--- config.mk ---
export PLATFORM = sky130hd
export DESIGN_NAME = lsr_readout
export DESIGN_NICKNAME = d
export VERILOG_FILES = /design/src/hdl/lsr_pkg.sv /design/src/hdl/lsr_level_if.sv /design/src/hdl/lsr_dark_track.sv /design/src/hdl/lsr_readout.sv
export VERILOG_INCLUDE_DIRS = /design/src /design/src/hdl
export SDC_FILE = /design/constraint.sdc
export NUM_CORES = 1
export LEC_CHECK = 0
export BUFFER_PORTS_ARGS = -buffer_cell sky130_fd_sc_hd__buf_2
export CAP_MARGIN = 5
export CORE_ASPECT_RATIO = 1.2
export CORE_MARGIN = 4
export CORE_UTILIZATION = 49
export DETAILED_ROUTE_END_ITERATION = 6
export GPL_TIMING_DRIVEN = 0
export PLACE_DENSITY = 0.86
export SLEW_MARGIN = 30
export SYNTH_ARGS = -nofsm -noshare
export SYNTH_HDL_FRONTEND = slang
export SYNTH_SLANG_ARGS = --single-unit
--- constraint.sdc ---
create_clock -name core_clk_i -period 2.38 [get_ports core_clk_i]
set_input_delay 0.476 -clock core_clk_i [delete_from_list [all_inputs] [get_ports core_clk_i]]
set_output_delay 0.476 -clock core_clk_i [all_outputs]
set_load 0.02 [all_outputs]
--- src/hdl/lsr_defs.svh ---
// constants for the light sensor readout block
`ifndef LSR_DEFS_SVH
`define LSR_DEFS_SVH
`define LSR_OFS_DARK_HYST2 8'h3a
`define LSR_OFS_RES1_HI 8'h3b
`define LSR_OFS_RES1_LO 8'h3c
`define LSR_OFS_RES2_HI 8'h3d
`define LSR_OFS_RES2_LO 8'h3e
`define LSR_RST_DARK_HYST 8'h00
`define LSR_RST_RESULT 13'h0000
`define LSR_HI_MSB 4
`define LSR_RES_W 13
`define LSR_FULL_SCALE_CODES 13'h1f40
`define LSR_HYST_SHIFT 2
`endif

--- src/hdl/lsr_pkg.sv ---
// types for the light sensor readout block
package lsr_pkg;
    typedef enum logic [1:0] {LSR_IDLE, LSR_CONVERT, LSR_UPDATE} lsr_state_t;
    typedef logic [12:0] lsr_code_t;
endpackage : lsr_pkg

--- src/hdl/lsr_level_if.sv ---
// interface between the top and the per-sensor dark level tracker
`timescale 1ns/1ps
interface lsr_level_if;
    logic [12:0] code;
    logic code_valid;
    logic [7:0] trip;
    logic [7:0] hyst;
    logic dark;
    logic changed;
    modport tracker (input code, input code_valid, input trip, input hyst,
                     output dark, output changed);
    modport top (output code, output code_valid, output trip, output hyst,
                 input dark, input changed);
endinterface : lsr_level_if

--- src/hdl/lsr_dark_track.sv ---
// dark level hysteresis tracker for one sensor
`timescale 1ns/1ps
`include "lsr_defs.svh"
module lsr_dark_track
    import lsr_pkg::*;
(
    input wire logic core_clk_i,
    input wire logic nrst_i,
    lsr_level_if.tracker lvl
);
    logic dark_q;
    logic chg_q;
    lsr_code_t trip_c;
    lsr_code_t rise_c;
    // settings step 0.5 uA, codes step 0.125 uA: scale by four
    assign trip_c = lsr_code_t'({lvl.trip, 2'b00});
    assign rise_c = lsr_code_t'({lvl.trip, 2'b00}) + lsr_code_t'({lvl.hyst, 2'b00});
    always_ff @(posedge core_clk_i or negedge nrst_i) begin
        if (!nrst_i) begin
            dark_q <= 1'b0;
            chg_q <= 1'b0;
        end else begin
            chg_q <= 1'b0;
            if (lvl.code_valid) begin
                if (!dark_q && lvl.code < trip_c) begin
                    dark_q <= 1'b1;
                    chg_q <= 1'b1;
                end else if (dark_q && lvl.code > rise_c) begin
                    dark_q <= 1'b0;
                    chg_q <= 1'b1;
                end
            end
        end
    end
    assign lvl.dark = dark_q;
    assign lvl.changed = chg_q;
endmodule : lsr_dark_track

--- src/hdl/lsr_readout.sv ---
// light sensor readout: result registers, dark hysteresis and level machine
//
// Overview of operation
// - leave dark when above trip plus hysteresis
// - dark hysteresis is a full 8-bit field
// - upper sensor 1 register holds bits 12:8
// - lower register holds bits 7:0, latest conversion
// - sensor 2 result uses same register pair layout
// - code scales 0.125 uA per step, 8000 full
// - interrupt host whenever lighting level changes
// - below dark trip enters dark, sets flag
// - clear force bit after results updated
`timescale 1ns/1ps
`include "lsr_defs.svh"
module lsr_readout
    import lsr_pkg::*;
(
    input wire logic core_clk_i,
    input wire logic nrst_i,
    input wire logic [7:0] reg_addr_i,
    input wire logic [7:0] reg_wdata_i,
    input wire logic reg_wr_i,
    output logic [7:0] reg_rdata_o,
    input wire logic [7:0] dark_trip_point_s1_i,
    input wire logic [7:0] dark_hyst_field_s1_i,
    input wire logic [7:0] dark_trip_point_s2_i,
    input wire logic force_req_i,
    output logic force_busy_o,
    output logic conv_start_o,
    input wire logic conv_done_i,
    input wire logic [12:0] conv_code1_i,
    input wire logic [12:0] conv_code2_i,
    output logic dark_level_flag1_o,
    output logic dark_level_flag2_o,
    output logic level_change_o
);
    lsr_state_t state_q;
    logic [7:0] hyst2_q;
    lsr_code_t res1_q;
    lsr_code_t res2_q;
    logic force_q;
    logic [7:0] rdata_q;
    logic chg_q;
    lsr_code_t cin1;
    lsr_code_t cin2;
    lsr_level_if lvl1 ();
    lsr_level_if lvl2 ();

    // clip to full scale so a stray converter code never exceeds 8000 steps
    function automatic lsr_code_t lsr_clip(input lsr_code_t c);
        lsr_clip = (c > `LSR_FULL_SCALE_CODES) ? `LSR_FULL_SCALE_CODES : c;
    endfunction : lsr_clip

    function automatic logic [7:0] lsr_hi(input lsr_code_t c);
        lsr_hi = {3'h0, c[12:8]};
    endfunction : lsr_hi

    assign cin1 = lsr_clip(conv_code1_i);
    assign cin2 = lsr_clip(conv_code2_i);

    // software writes only the hysteresis; result offsets drop writes
    always_ff @(posedge core_clk_i or negedge nrst_i) begin
        if (!nrst_i) begin
            hyst2_q <= `LSR_RST_DARK_HYST;
        end else if (reg_wr_i && reg_addr_i == `LSR_OFS_DARK_HYST2) begin
            hyst2_q <= reg_wdata_i;
        end
    end

    // conversion sequencer; force request is held until results land
    always_ff @(posedge core_clk_i or negedge nrst_i) begin
        if (!nrst_i) begin
            state_q <= LSR_IDLE;
            force_q <= 1'b0;
        end else begin
            unique case (state_q)
                LSR_IDLE: begin
                    if (force_req_i) begin
                        force_q <= 1'b1;
                        state_q <= LSR_CONVERT;
                    end
                end
                LSR_CONVERT: begin
                    if (conv_done_i) begin
                        state_q <= LSR_UPDATE;
                    end
                end
                LSR_UPDATE: begin
                    force_q <= 1'b0;
                    state_q <= LSR_IDLE;
                end
            endcase
        end
    end

    // results refresh on every finished conversion, forced or free-running
    always_ff @(posedge core_clk_i or negedge nrst_i) begin
        if (!nrst_i) begin
            res1_q <= `LSR_RST_RESULT;
            res2_q <= `LSR_RST_RESULT;
        end else if (conv_done_i) begin
            res1_q <= cin1;
            res2_q <= cin2;
        end
    end

    assign lvl1.code = res1_q;
    assign lvl1.code_valid = (state_q == LSR_UPDATE) || (state_q == LSR_IDLE && !force_q);
    assign lvl1.trip = dark_trip_point_s1_i;
    assign lvl1.hyst = dark_hyst_field_s1_i;
    assign lvl2.code = res2_q;
    assign lvl2.code_valid = lvl1.code_valid;
    assign lvl2.trip = dark_trip_point_s2_i;
    assign lvl2.hyst = hyst2_q;

    lsr_dark_track u_trk1 (
        .core_clk_i(core_clk_i),
        .nrst_i(nrst_i),
        .lvl(lvl1.tracker)
    );
    lsr_dark_track u_trk2 (
        .core_clk_i(core_clk_i),
        .nrst_i(nrst_i),
        .lvl(lvl2.tracker)
    );

    always_ff @(posedge core_clk_i or negedge nrst_i) begin
        if (!nrst_i) begin
            chg_q <= 1'b0;
        end else begin
            chg_q <= lvl1.changed | lvl2.changed;
        end
    end

    always_ff @(posedge core_clk_i or negedge nrst_i) begin
        if (!nrst_i) begin
            rdata_q <= 8'h00;
        end else begin
            unique case (reg_addr_i)
                `LSR_OFS_DARK_HYST2: rdata_q <= hyst2_q;
                `LSR_OFS_RES1_HI: rdata_q <= lsr_hi(res1_q);
                `LSR_OFS_RES1_LO: rdata_q <= res1_q[7:0];
                `LSR_OFS_RES2_HI: rdata_q <= lsr_hi(res2_q);
                `LSR_OFS_RES2_LO: rdata_q <= res2_q[7:0];
                default: rdata_q <= 8'h00;
            endcase
        end
    end

    assign reg_rdata_o = rdata_q;
    assign force_busy_o = force_q;
    assign conv_start_o = (state_q == LSR_CONVERT);
    assign dark_level_flag1_o = lvl1.dark;
    assign dark_level_flag2_o = lvl2.dark;
    assign level_change_o = chg_q;
endmodule : lsr_readout

======== Word level (Yosys, flattened, before mapping) ========
Cells that the tools add are included.
word-level totals
  register bits ........................... 50
  bits of input ports ..................... 71
  output and inout port bits .............. 13
  word-level logic and storage cells ...... 65
operators by class
  $add $sub $neg .......................... 2
  magnitude comparators ................... 6
  eq/ne operators ......................... 9
  multiplexer cells ....................... 18
  bitwise logic cells ..................... 1
  reduce and logical (&&, ||, !) cells .... 18
operators by type and width
  operator                                                          number
  8-bit by 6-bit == test with 1-bit output (second input constant)  5
  8-bit case mux with 5 select lines                                1
  13-bit greater-than comparator                                    2
  13-bit greater-than comparator (second input constant)            2
  13-bit by 10-bit less-than comparator with 1-bit output           2
  13-bit two-way mux                                                2
  10-bit by 10-bit adder with 11-bit output                         2
  1-bit two-way mux                                                 11
  2-bit AND reduction                                               4
  1-bit logical AND                                                 6
  2-bit case mux with 3 select lines                                1
  2-bit nonzero test                                                3
  2-bit two-way mux                                                 2
  1-bit zero test                                                   3
  2-bit by 1-bit == test with 1-bit output (second input constant)  1
  2-bit == test (second input constant)                             1
  2-bit zero test                                                   1
  2-bit by 1-bit != test with 1-bit output (second input constant)  1
  2-bit != test (second input constant)                             1
  1-bit case mux with 2 select lines                                1
  1-bit logical OR                                                  1
  1-bit OR                                                          1

======== Depth between registers and ports, before layout ========
Gate-level depths: netlist of the first run.
  depth in word-level cells ............... 6
  mapped depth ............................ 13
  mapped depth without buffers ............ 13

======== Modules after synthesis ========
A second synthesis of the first run with hierarchy kept.
unflattened totals
  cell total of the unflattened synthesis .. 360
  area, all modules ....................... 3662.3 um^2
by module, submodules not included
  module          times used  cells each  area each (um^2)  seq. area each (um^2)
  lsr_readout     1           170         2065.7            1151.1
  lsr_dark_track  2           95          798.3             50.0

======== Worst setup path after synthesis of the first run ========
OpenSTA, ideal clock, no wires.
  path type ............................... input port to flip-flop
  start point ............................. input dark_trip_point_s1_i[0]
  end point ............................... register u_trk1.dark_q, in the netlist u_trk1.lvl.dark
  setup time .............................. 0.083 ns
  arrival ................................. 2.951 ns
  required time ........................... 2.297 ns
  path slack .............................. -0.654 ns
  stages on the path ...................... 13
  cell sequence ........................... ha_1 fa_1 a21o_1 a21oi_1 o21ai_0 nor2_1 xor2_1 ha_1 and3_1 nand4_1 o41ai_1 o21ai_0 o21ai_0
on the way
  word-level cells in the longest chain between the ends .. 5
  elaborated cells on any way between the ends .. 8
ends and longest elaborated chain
  item                                       line                  source
  from (decl)                                lsr_readout.sv:24     input wire logic [7:0] dark_trip_point_s1_i,
  10-bit by 10-bit adder with 11-bit output  lsr_dark_track.sv:17  assign rise_c = lsr_code_t'({lvl.trip, 2'b00}) + lsr_code_t'({lvl.hyst, 2'b00});
  13-bit greater-than comparator             lsr_dark_track.sv:28  end else if (dark_q && lvl.code > rise_c) begin
  1-bit logical AND                          lsr_dark_track.sv:28
  2-bit nonzero test (no source line)        n/a
  2-bit AND reduction (no source line)       n/a
  to (signal assigned)                       lsr_dark_track.sv:20  dark_q <= 1'b0;
  to (signal assigned)                       lsr_dark_track.sv:26  dark_q <= 1'b1;
  to (signal assigned)                       lsr_dark_track.sv:29  dark_q <= 1'b0;
  to (decl)                                  lsr_dark_track.sv:11  logic dark_q;
Several ways; a longest one is shown, not always the timed one.
A chain may end at the register's enable or synchronous reset.

======== Worst setup path in the final report of the first run ========
  start point ............................. input dark_trip_point_s1_i[4]
  end point ............................... register u_trk1.chg_q, in the netlist u_trk1.lvl.changed
on the way
  word-level cells in the longest chain between the ends .. 6
  elaborated cells on any way between the ends .. 8
ends and longest elaborated chain
  item                                       line                  source
  10-bit by 10-bit adder with 11-bit output  lsr_dark_track.sv:17
  13-bit greater-than comparator             lsr_dark_track.sv:28
  1-bit logical AND                          lsr_dark_track.sv:28
  1-bit two-way mux                          lsr_dark_track.sv:28
  1-bit two-way mux *                        lsr_dark_track.sv:25  if (!dark_q && lvl.code < trip_c) begin
  1-bit two-way mux *                        lsr_dark_track.sv:24  if (lvl.code_valid) begin
  to (signal assigned)                       lsr_dark_track.sv:23  chg_q <= 1'b0;
  to (signal assigned)                       lsr_dark_track.sv:27  chg_q <= 1'b1;
  to (signal assigned)                       lsr_dark_track.sv:30  chg_q <= 1'b1;
  to (decl)                                  lsr_dark_track.sv:12  logic chg_q;
Mark *: on every way between the ends. The rest lies on a longest branch, timed or not.

==> results.md, run 1 <==
* Run status: complete, but fails checks
* Failing checks: setup timing
* Clock Latency Late Sink at 0.31 ns
* Crit path largest cell delay at around 0.39 ns
* Ant. Diodes at 0
* Most frequent cells in the layout: buf_2 (79), dfrtp_1 (50), ha_1 (47)
* Ys Warns at 0
* Worst setup SP type: input port
* R2R setup slack at -0.33 ns
* Final core occ at 62.8%
* Syn nets at 486
* Post-synth cell types at between 40 and 50
* DP Wirelength at 7700 um
* Seq cells post-synth at 50
* Core box area at slightly below 0.007 sq mm
* Drt total wl at 9670 um
* Final #Nets at 580
* CTS buffer count at 5
* WP data arrival at 3.00 ns
* Cts hold-fix bufs at 0
* Max Root-Sink Buffers at 2
* Layout area overhead at 22.9%
* Final Power at 2.58 mW
* Setup Crit Path Kind: in -> reg
* Setup_tns at -1.38 ns
* Mapped Area at 0.00355 sq mm
* Layout cell share with drive strength beyond 1 at between 30% and 40%
* Slew Viols, Final at 0
* Number of global-route vias before repair at 3,303
* Die area at slightly below 0.009 sq mm
* Largest net degree at the start of global routing at 51
* Max_cap viols at 0
* Seq/Total Area, Yosys at around a third
* Cell Chain, Critical Path: buf_2 -> ha_2 -> and3_1 -> a21oi_2 -> nand2_1 -> nor2_1 -> xor2_1 -> ha_1 -> a21o_1 -> a221o_1 -> a31oi_4 -> o21a_1 -> o31ai_2
* RSZ-0062 raised after global routing: yes
* I/O Pins at 84
* Syn Area/Cell at 9.80 sq um
* WL/cell at 17.8 um
* Routability cong. at 0.897
* Overflow after GRT at 0
* Fin. Hold Viols at 0
* Via count at 3,145
* Total Routing Usage GR at 22.1%
* Clk root buf: clkbuf_8
* Setup Slack @ Placement at -0.917 ns
* # rows at 33
* Reg2reg end: u_trk2.lvl.changed
* Minimum clock period at 2.80 ns
* CP Capture Type: flop
* Most common cell after layout, fill and taps aside: buf_2
* Worst-Margin Slew at around 0.63 ns
* Period utilization at 118%
* Initial core utilization at 51.1%
* Worst r2r path cells at 12
* Worst EP required at 2.58 ns
* Slew headroom at 57.8%
* Hold WC Path Type: in -> async
* CTS Sinks at 50
* Peak VDD IR at 0.521 mV
* Setup WS post-layout at -0.419 ns
* Cell Pwr Density at 592 mW/mm^2
* Instance count of the mapped netlist at approximately 360
* IO Port Bufs at 81
* Die Height at 101 um
* Initial antenna violation count at 0
* Lkg Pwr at 2.21 nW
* Worst path slowest cell: a221o_1
* Synth Flop Type: dfrtp_1
* Final Skew at 0.00600 ns
* CTS tree: built
* Via density at 5.78
* DR pass1 iterations at 4
* R2r startpoint: hyst2_q[0]
* Die Wd at about 86 um
* Clock input transition at the sequential cells of the worst setup and hold paths at 0.10 ns
* Max Fclk at 357 MHz
* Drt initial violations at 156
* H-tree depth at 2
* Detail Route Antenna Nets at 0
* # DRC at 0
* Max FO, Critical Path at 5
* Endpoints failing setup at 4
* Synth async-reset ratio at 100%
* EDFF count, synth at 0
* Fill cells at 568
* First-pass GRT wire length at around 15,000 um
[report_power, final]
part | switching [mW] | total (mW) | internal [mW] | leakage [nW]
clock | 0.318 | 0.537 | 0.218 | 0.0502
combinational | 0.548 | 0.983 | 0.436 | 1.52
sequential | 0.107 | 1.06 | 0.952 | 0.636
[state kept, by name, indices dropped and copies added, names as in the netlist]
| register | cells |
|---|---|
| u_trk1.lvl.changed | 1 |
| u_trk1.lvl.dark | 1 |
| u_trk2.lvl.changed | 1 |
| lvl1.code | 13 |
| reg_rdata_o | 8 |
| state_q | 2 |
| u_trk2.lvl.dark | 1 |
| hyst2_q | 8 |
| lvl2.code | 13 |
| force_busy_o | 1 |
| level_change_o | 1 |
[synthesized netlist by cell type (2+ instances only)]
cell / instances / area [sq um]
o211ai_1: 3 / 22.5
nand2_1: 19 / 71.3
buf_1: 2 / 7.51
xnor2_1: 4 / 35.0
a211oi_1: 2 / 15.0
fa_1: 2 / 40.0
nor3_1: 9 / 45.0
a22oi_1: 3 / 22.5
o31ai_1: 4 / 30.0
a22o_1: 12 / 105
a21oi_1: 29 / 145
o22ai_1: 6 / 37.5
o41ai_1: 3 / 26.3
nor2_1: 28 / 105
nand2b_1: 3 / 18.8
inv_1: 27 / 101
dfrtp_1: 50 / 1250
clkbuf_1: 5 / 18.8
ha_1: 51 / 638
nand3_1: 6 / 30.0
and3_1: 3 / 18.8
nor4_1: 2 / 12.5
o21ai_0: 13 / 65.1
mux2i_1: 10 / 100
xor2_1: 8 / 70.1
a31oi_1: 4 / 25.0
nand4_1: 7 / 43.8
or2_2: 4 / 25.0
and2_1: 2 / 12.5
a21o_1: 6 / 45.0
mux2_2: 21 / 236
o2bb2ai_1: 2 / 17.5
[what timing repair did]
action | CTS | global route
pin swaps | 21 | 1
endpoints found under the setup margin | 4 | 4
buffers inserted | 5 | 1
resized for setup | 11 | 9
[worst max-delay path, delay by kind of cell]
| family | cells | cell delay, ns |
|---|---|---|
| AO/OA/AOI/OAI | 6 | 1.14 |
| adder cells (fa/ha/maj) | 2 | 0.62 |
| AND/OR/NAND/NOR | 3 | 0.41 |
| XOR/XNOR | 1 | 0.25 |
| buffers and inverters | 1 | 0.11 |
[metrics by stage]
| stage | hold WS [ns] | instance area (sq um) | instances |
|---|---|---|---|
| finish | 0.160 | 4360 | 544 |
| detailed placement | 0.415 | 4110 | 530 |
| global placement | 0.415 | 4110 | 530 |
| global route | 0.200 | 4360 | 544 |
| floorplan | 0.180 | 3600 | 362 |
| CTS | 0.196 | 4300 | 543 |
[per-layer routing]
metal	track usage [%]	vias up	part of all wire (%)
met5	0	-	0
met4	11.4	0	3.2
met3	3.42	28	4.5
met2	41.1	93	54
met1	24.2	1506	38
li1	-	1518	-
[final cells by class]
cell class / count / area, sq um / area share, %
Timing Repair Buffer: 87 / 465 / 10.7
Sequential cell: 50 / 1250 / 28.7
Inverter: 27 / 101 / 2.33
Clock buffer: 5 / 68.8 / 1.58
Buffer: 8 / 31.3 / 0.718
Clock inverter: 3 / 28.8 / 0.661
Multi-Input combinational cell: 277 / 2300 / 52.8
Tap cell: 87 / 109 / 2.50
[worst max-delay path by stage]
stage	start	endpoint	slack, ns	depth (start not counted)
3_3_place_gp	dark_trip_point_s1_i[0]	u_trk1.lvl.changed	-0.86	14
6_report	dark_trip_point_s1_i[4]	u_trk1.lvl.changed	-0.42	13
4_1_cts	dark_trip_point_s1_i[0]	u_trk1.lvl.changed	-0.41	14
2_1_floorplan	dark_trip_point_s1_i[0]	u_trk1.lvl.changed	-0.46	13
3_5_place_dp	dark_trip_point_s1_i[0]	u_trk1.lvl.changed	-0.92	14
5_1_grt	dark_trip_point_s1_i[0]	u_trk1.lvl.changed	-0.46	14
[cell families after synthesis]
family / Yosys count / synth area share, %
compound gates: 92 / 16.9
fa+ha+maj: 53 / 19.1
buf+inv: 35 / 3.74
flops: 50 / 35.3
xor+xnor: 12 / 2.96
simple gates: 89 / 12.5
mux: 31 / 9.49
No activity file was read; power rests on OpenSTA's default activity.
==> run 2: changes to the inputs <==
Settings changed: CORE_UTILIZATION 49 to 51, CTS_BUF_LIST set to sky130_fd_sc_hd__clkbuf_4, PLACE_DENSITY 0.86 to 0.88.
==> run 2 against run 1 <==
The run still ends with setup timing left. Hold slack got worse by 0.082 ns. Combinational power fell by 2.7%. First-iteration DRC count rose by 9.6%. Global-route usage fell by 0.67 points. Fmax rose by 1.4%. Critical path type is now reg -> reg. Critical endpoint is now u_trk2.lvl.changed.
==> results.md, run 2 (synthesis results as in run 1) <==
* Via count at 3,211 (+2.1%)
* Hold WC Path Type: in -> async
* Lkg Pwr at 2.22 nW (+0.68%)
* RSZ-0062 raised after global routing: yes
* H-tree depth at 2 (unchanged)
* Most frequent cells in the layout: buf_2 (79), dfrtp_1 (50), ha_1 (49)
* Cts hold-fix bufs at 0 (unchanged)
* CTS tree: built
* Failing checks: setup timing
* I/O Pins at 84 (unchanged)
* Layout area overhead at 22.8% (about the same)
* Die area at 0.00836 sq mm (-3.6%)
* Initial core utilization at 52.0% (+0.93 points)
* Clk root buf: clkbuf_4
* Final hold slack at 0.0779 ns (-0.0824 ns)
* Setup_tns at -1.25 ns (+0.133 ns)
* Via density at 5.87 (+1.5%)
* Die Wd at 84.1 um (-1.8%)
* Core box area at 0.00681 sq mm (-1.8%)
* WL/cell at 16.9 um (-4.9%)
* Endpoints failing setup at 4 (unchanged)
* Die Height at 99.3 um (-1.8%)
* Setup Slack @ Placement at -0.868 ns (+0.0495 ns)
* Total Routing Usage GR at 21.5% (-0.67 points)
* Slew headroom at 59.3% (+1.5 points)
* Largest net degree at the start of global routing at 51 (unchanged)
* Max_cap viols at 0 (unchanged)
* Fill cells at 569 (+0.18%)
* Period utilization at 116% (-1.6 points)
* Routability cong. at 0.903 (+0.69%)
* First-pass GRT wire length at 14,500 um (-2.4%)
* IO Port Bufs at 81 (unchanged)
* # DRC at 0 (unchanged)
* Drt initial violations at 171 (+9.6%)
* Fin. Hold Viols at 0 (unchanged)
* Final Power at 2.52 mW (-2.3%)
* Ant. Diodes at 0 (unchanged)
* Max Fclk at 362 MHz (+1.4%)
* Clock Latency Late Sink at 0.38 ns (+0.07 ns)
* Max FO, Critical Path at 3 (-2)
* CP Capture Type: flop
* DR pass1 iterations at 4 (unchanged)
* Worst-Margin Slew at 0.610 ns (-0.0225 ns)
* Overflow after GRT at 0 (unchanged)
* Layout cell share with drive strength beyond 1 at 32.0% (+0.45 points)
* # rows at 33 (unchanged)
* Worst setup SP type: flop
* Layout Cells excl Fill at 547 (+0.55%)
* Detail Route Antenna Nets at 0 (unchanged)
* Setup Crit Path Kind: reg -> reg
* WP data arrival at 3.03 ns (+0.03 ns)
* DP Wirelength at 7340 um (-4.6%)
* Placed Cells at 530 (unchanged)
* Post-DP Area at 0.00411 sq mm (unchanged)
* Peak VDD IR at 0.401 mV (-23%)
* Final #Nets at 583 (+0.52%)
* Final Cell Area at 0.00436 sq mm (about the same)
* Run status: complete, but fails checks
* Minimum clock period at 2.76 ns (-0.0375 ns)
* Most common cell after layout, fill and taps aside: buf_2
* Final core occ at 63.9% (+1.1 points)
* Worst EP required at 2.65 ns (+0.07 ns)
* Cell Pwr Density at 579 mW/mm^2 (-2.3%)
* Setup WS post-layout at -0.381 ns (+0.0375 ns)
* CTS Sinks at 50 (unchanged)
* Final Skew at 0.00951 ns (+0.00351 ns)
* Number of global-route vias before repair at 3,144 (-4.8%)
* Slew Viols, Final at 0 (unchanged)
* CTS buffer count at 5 (unchanged)
* Initial antenna violation count at 0 (unchanged)
* Drt total wl at 9250 um (-4.3%)
* Clock input transition at the sequential cells of the worst setup and hold paths at 0.15 ns (+0.05 ns)
* Max Root-Sink Buffers at 2 (unchanged)
==> run 2: changes by cell type in the layout (fill, tap and decap cells not counted), moves of 2 or more <==
cell and delta:
o31ai_2 -2, clkinv_4 -2, clkbuf_8 -5, nor2_1 -2
ha_1 +2, buf_4 +3, clkbuf_4 +5, nor2_2 +2
==> run 2: area by class of cell <==
cell class,instances,area (sq um),share of cell area (%)
multi-input cells,277,2290,52.6
flip-flops and latches,50,1250,28.7
well taps,87,109,2.50
repair buffers,90,492,11.3
plain buffers,8,31.3,0.718
clock buffers,5,37.5,0.862
inverters,27,101,2.33
clock inverters,3,43.8,1.01
==> run 2: repair_timing <==
item                                    in CTS  in global routing
gates resized for setup                     12                 10
buffers inserted                             4                  5
cloned                                       0                  0
pin swaps                                   18                 14
endpoints found under the setup margin       4                  4
==> run 2: worst max-delay path: stages (launching register included) <==
cell	delay [ns]
dfrtp_1	0.45
ha_4	0.18
fa_2	0.34
a21o_1	0.18
a21oi_2	0.18
o21ai_2	0.10
o41ai_2	0.36
ha_1	0.33
a21oi_2	0.13
o211ai_1	0.10
o21ai_2	0.19
o31ai_2	0.11
==> run 2: per-layer routing <==
| metal | global-route usage, % | wire length [um] | vias up |
|---|---|---|---|
| met5 | 0 | 0 | - |
| met4 | 7.80 | 233 | 0 |
| met3 | 3.56 | 503 | 23 |
| met2 | 39.7 | 4870 | 115 |
| met1 | 24.8 | 3640 | 1547 |
| li1 | - | - | 1526 |
==> run 2: where the power goes <==
| group | internal, mW | switching [mW] |
|---|---|---|
| combinational | 0.430 | 0.526 |
| sequential | 0.952 | 0.107 |
| clock | 0.223 | 0.282 |
==> run 2: worst paths after layout <==
path                                          from                 end  slack (ns)  depth (start not counted)
worst max-delay path                    hyst2_q[0]  u_trk2.lvl.changed       -0.38                         11
worst min-delay path                        nrst_i          hyst2_q[3]        0.08                          1
worst max register to register          hyst2_q[0]  u_trk2.lvl.changed       -0.38                         11
worst min register to register  u_trk1.lvl.changed      level_change_o        0.46                          1
max in group asynchronous                   nrst_i        lvl1.code[0]        1.88                          1
min in group core_clk_i             reg_wdata_i[4]          hyst2_q[4]        0.31                          2
==> run 3: changes to the inputs <==
Settings changed: CORE_UTILIZATION 51 to 30, PLACE_DENSITY 0.88 to 0.6, SKIP_CTS_REPAIR_TIMING set to 1, SLEW_MARGIN 30 to 20.
==> run 3 against run 2 <==
Largest cell class unchanged. Final cell count is 13% higher. Combinational power up 2.4%. The run still ends with setup timing left. Register-to-register slack better by 0.08 ns. Non-clock buffer count decreased by 1. Global-route usage down 7.2 points. Setup slack improved by 0.060 ns.
==> results.md, run 3 (synthesis results as in run 1) <==
* Run status: complete, but fails checks
* Failing checks: setup timing
* Clk root buf: clkbuf_4
* First-pass GRT wire length at 15,400 um (+6.1%)
* # DRC at 0 (unchanged)
* CTS buffer count at 5 (unchanged)
* Most common cell after layout, fill and taps aside: buf_2
* Max Root-Sink Buffers at 2 (unchanged)
* Overflow after GRT at 0 (unchanged)
* Layout cell share with drive strength beyond 1 at 31.6% (-0.37 points)
* Routability cong. at 0.890 (-1.4%)
* Die area at 0.0136 sq mm (+63%)
* Hold WC Path Type: in -> async
* Minimum clock period at 2.70 ns (-0.0599 ns)
* Final Skew at 0.0185 ns (+0.00898 ns)
* IO Port Bufs at 81 (unchanged)
* Endpoints failing setup at 4 (unchanged)
* DP Wirelength at 8000 um (+8.9%)
* Cell Pwr Density at 576 mW/mm^2 (-0.50%)
* Worst-Margin Slew at 0.628 ns (+0.0180 ns)
* Worst EP required at 2.63 ns (-0.02 ns)
* Clock input transition at the sequential cells of the worst setup and hold paths at 0.16 ns (about the same)
* Most frequent cells in the layout: buf_2 (79), dfrtp_1 (50), ha_1 (49)
* CTS tree: built
* Max FO, Critical Path at 3 (unchanged)
* Layout area overhead at 25.1%
* Peak VDD IR at 0.207 mV (-48%)
* Initial antenna violation count at 0 (unchanged)
* Detail Route Antenna Nets at 0 (unchanged)
* Placed Cells at 600 (+13%)
* DR pass1 iterations at 4 (unchanged)
* CP Capture Type: flop
* CTS Sinks at 50 (unchanged)
* # rows at 43 (+30%)
* Drt initial violations at 121 (-29%)
* Setup Crit Path Kind: in -> reg
* Clock Latency Late Sink at 0.37 ns (about the same)
* Final #Nets at 582 (-0.17%)
* Setup Slack @ Placement at -0.875 ns (-0.00688 ns)
* Slew Viols, Final at 0 (unchanged)
* Worst setup SP type: input port
* Setup WS post-layout at -0.321 ns (+0.0599 ns)
* WL/cell at 15.8 um (-6.8%)
* Max Fclk at 370 MHz (+2.2%)
* Core box area at 0.0116 sq mm (+70%)
* WP data arrival at 2.95 ns (-0.08 ns)
* Largest net degree at the start of global routing at 51 (unchanged)
* Max_cap viols at 0 (unchanged)
* Via density at 5.00 (-15%)
* RSZ-0062 raised after global routing: yes
* Via count at 3,078 (-4.1%)
* Number of global-route vias before repair at 3,189 (+1.4%)
* I/O Pins at 84 (unchanged)
* H-tree depth at 2 (unchanged)
* Layout Cells excl Fill at 616 (+13%)
* Fill cells at 1,185 (+110%)
* Die Height at 127 um (+28%)
* Lkg Pwr at 2.21 nW (-0.36%)
* Period utilization at 114% (-2.5 points)
* Total Routing Usage GR at 14.2% (-7.2 points)
* Drt total wl at 9710 um (+5.0%)
* Initial core utilization at 30.7% (-21 points)
* Fin. Hold Viols at 0 (unchanged)
* Setup_tns at -1.12 ns (+0.127 ns)
* Die Wd at 107 um (+27%)
* Ant. Diodes at 0 (unchanged)
* Slew headroom at 58.1% (-1.2 points)
## run 3: cell count changes in the layout (fill, tap and decap cells not counted), sizes merged
cell    delta
clkinv     -1
inv        -1
buf        -1
clkbuf     +2
## run 3: stage by stage
| stage | power [mW] | hold slack, ns | cell area, sq um | util, % |
|---|---|---|---|---|
| after CTS | 2.48 | 0.304 | 4280 | 37.0 |
| final | 2.55 | 0.0841 | 4430 | 38.3 |
| after global routing | 2.74 | 0.138 | 4430 | 38.3 |
| after detailed placement | 1.95 | 0.426 | 4200 | 36.3 |
| after global placement | 1.92 | 0.419 | 4200 | 36.3 |
| after floorplan | 1.64 | 0.180 | 3600 | - |
## run 3: layout make-up
class | instances | area [sq um] | area share, %
Timing Repair Buffer | 89 | 480 | 10.8
Clock inverter | 1 | 30.0 | 0.677
Sequential cell | 50 | 1250 | 28.2
Inverter | 27 | 101 | 2.29
Tap cell | 157 | 196 | 4.43
Multi-Input combinational cell | 277 | 2290 | 51.7
Buffer | 8 | 31.3 | 0.705
Clock buffer | 7 | 52.6 | 1.19
## run 3: critical path, stage by stage
cell and delay [ns]:
buf_6 0.10, ha_4 0.15, fa_2 0.33, a21o_1 0.18
a21oi_2 0.18, o21ai_2 0.08, nor2_1 0.11, xor2_1 0.20
ha_1 0.28, and3_4 0.17, a221o_1 0.33, a31oi_4 0.19
o21a_1 0.13, o31ai_1 0.07
## run 3: final timing paths
check | start | end | slack [ns] | cells past startpoint
min in group core_clk_i | reg_wdata_i[4] | hyst2_q[4] | 0.32 | 2
max in group asynchronous | nrst_i | lvl1.code[3] | 1.84 | 1
min | nrst_i | hyst2_q[3] | 0.08 | 1
max | dark_trip_point_s1_i[0] | u_trk1.lvl.changed | -0.32 | 14
min reg2reg | u_trk1.lvl.changed | level_change_o | 0.45 | 1
max reg2reg | hyst2_q[0] | u_trk2.lvl.changed | -0.30 | 12
## run 3: where the power goes
part	internal (mW)	switching, mW
Combinational	0.443	0.536
Sequential	0.952	0.108
Clock	0.246	0.268
Total	1.64	0.912
## run 3: routing by layer
layer | vias to the layer above | GRT usage [%] | wire [um]
li1 | 1525 | - | -
met1 | 1470 | 16.4 | 3940
met2 | 66 | 26.7 | 5150
met3 | 17 | 2.07 | 402
met4 | 0 | 4.59 | 216
met5 | - | 0 | 0
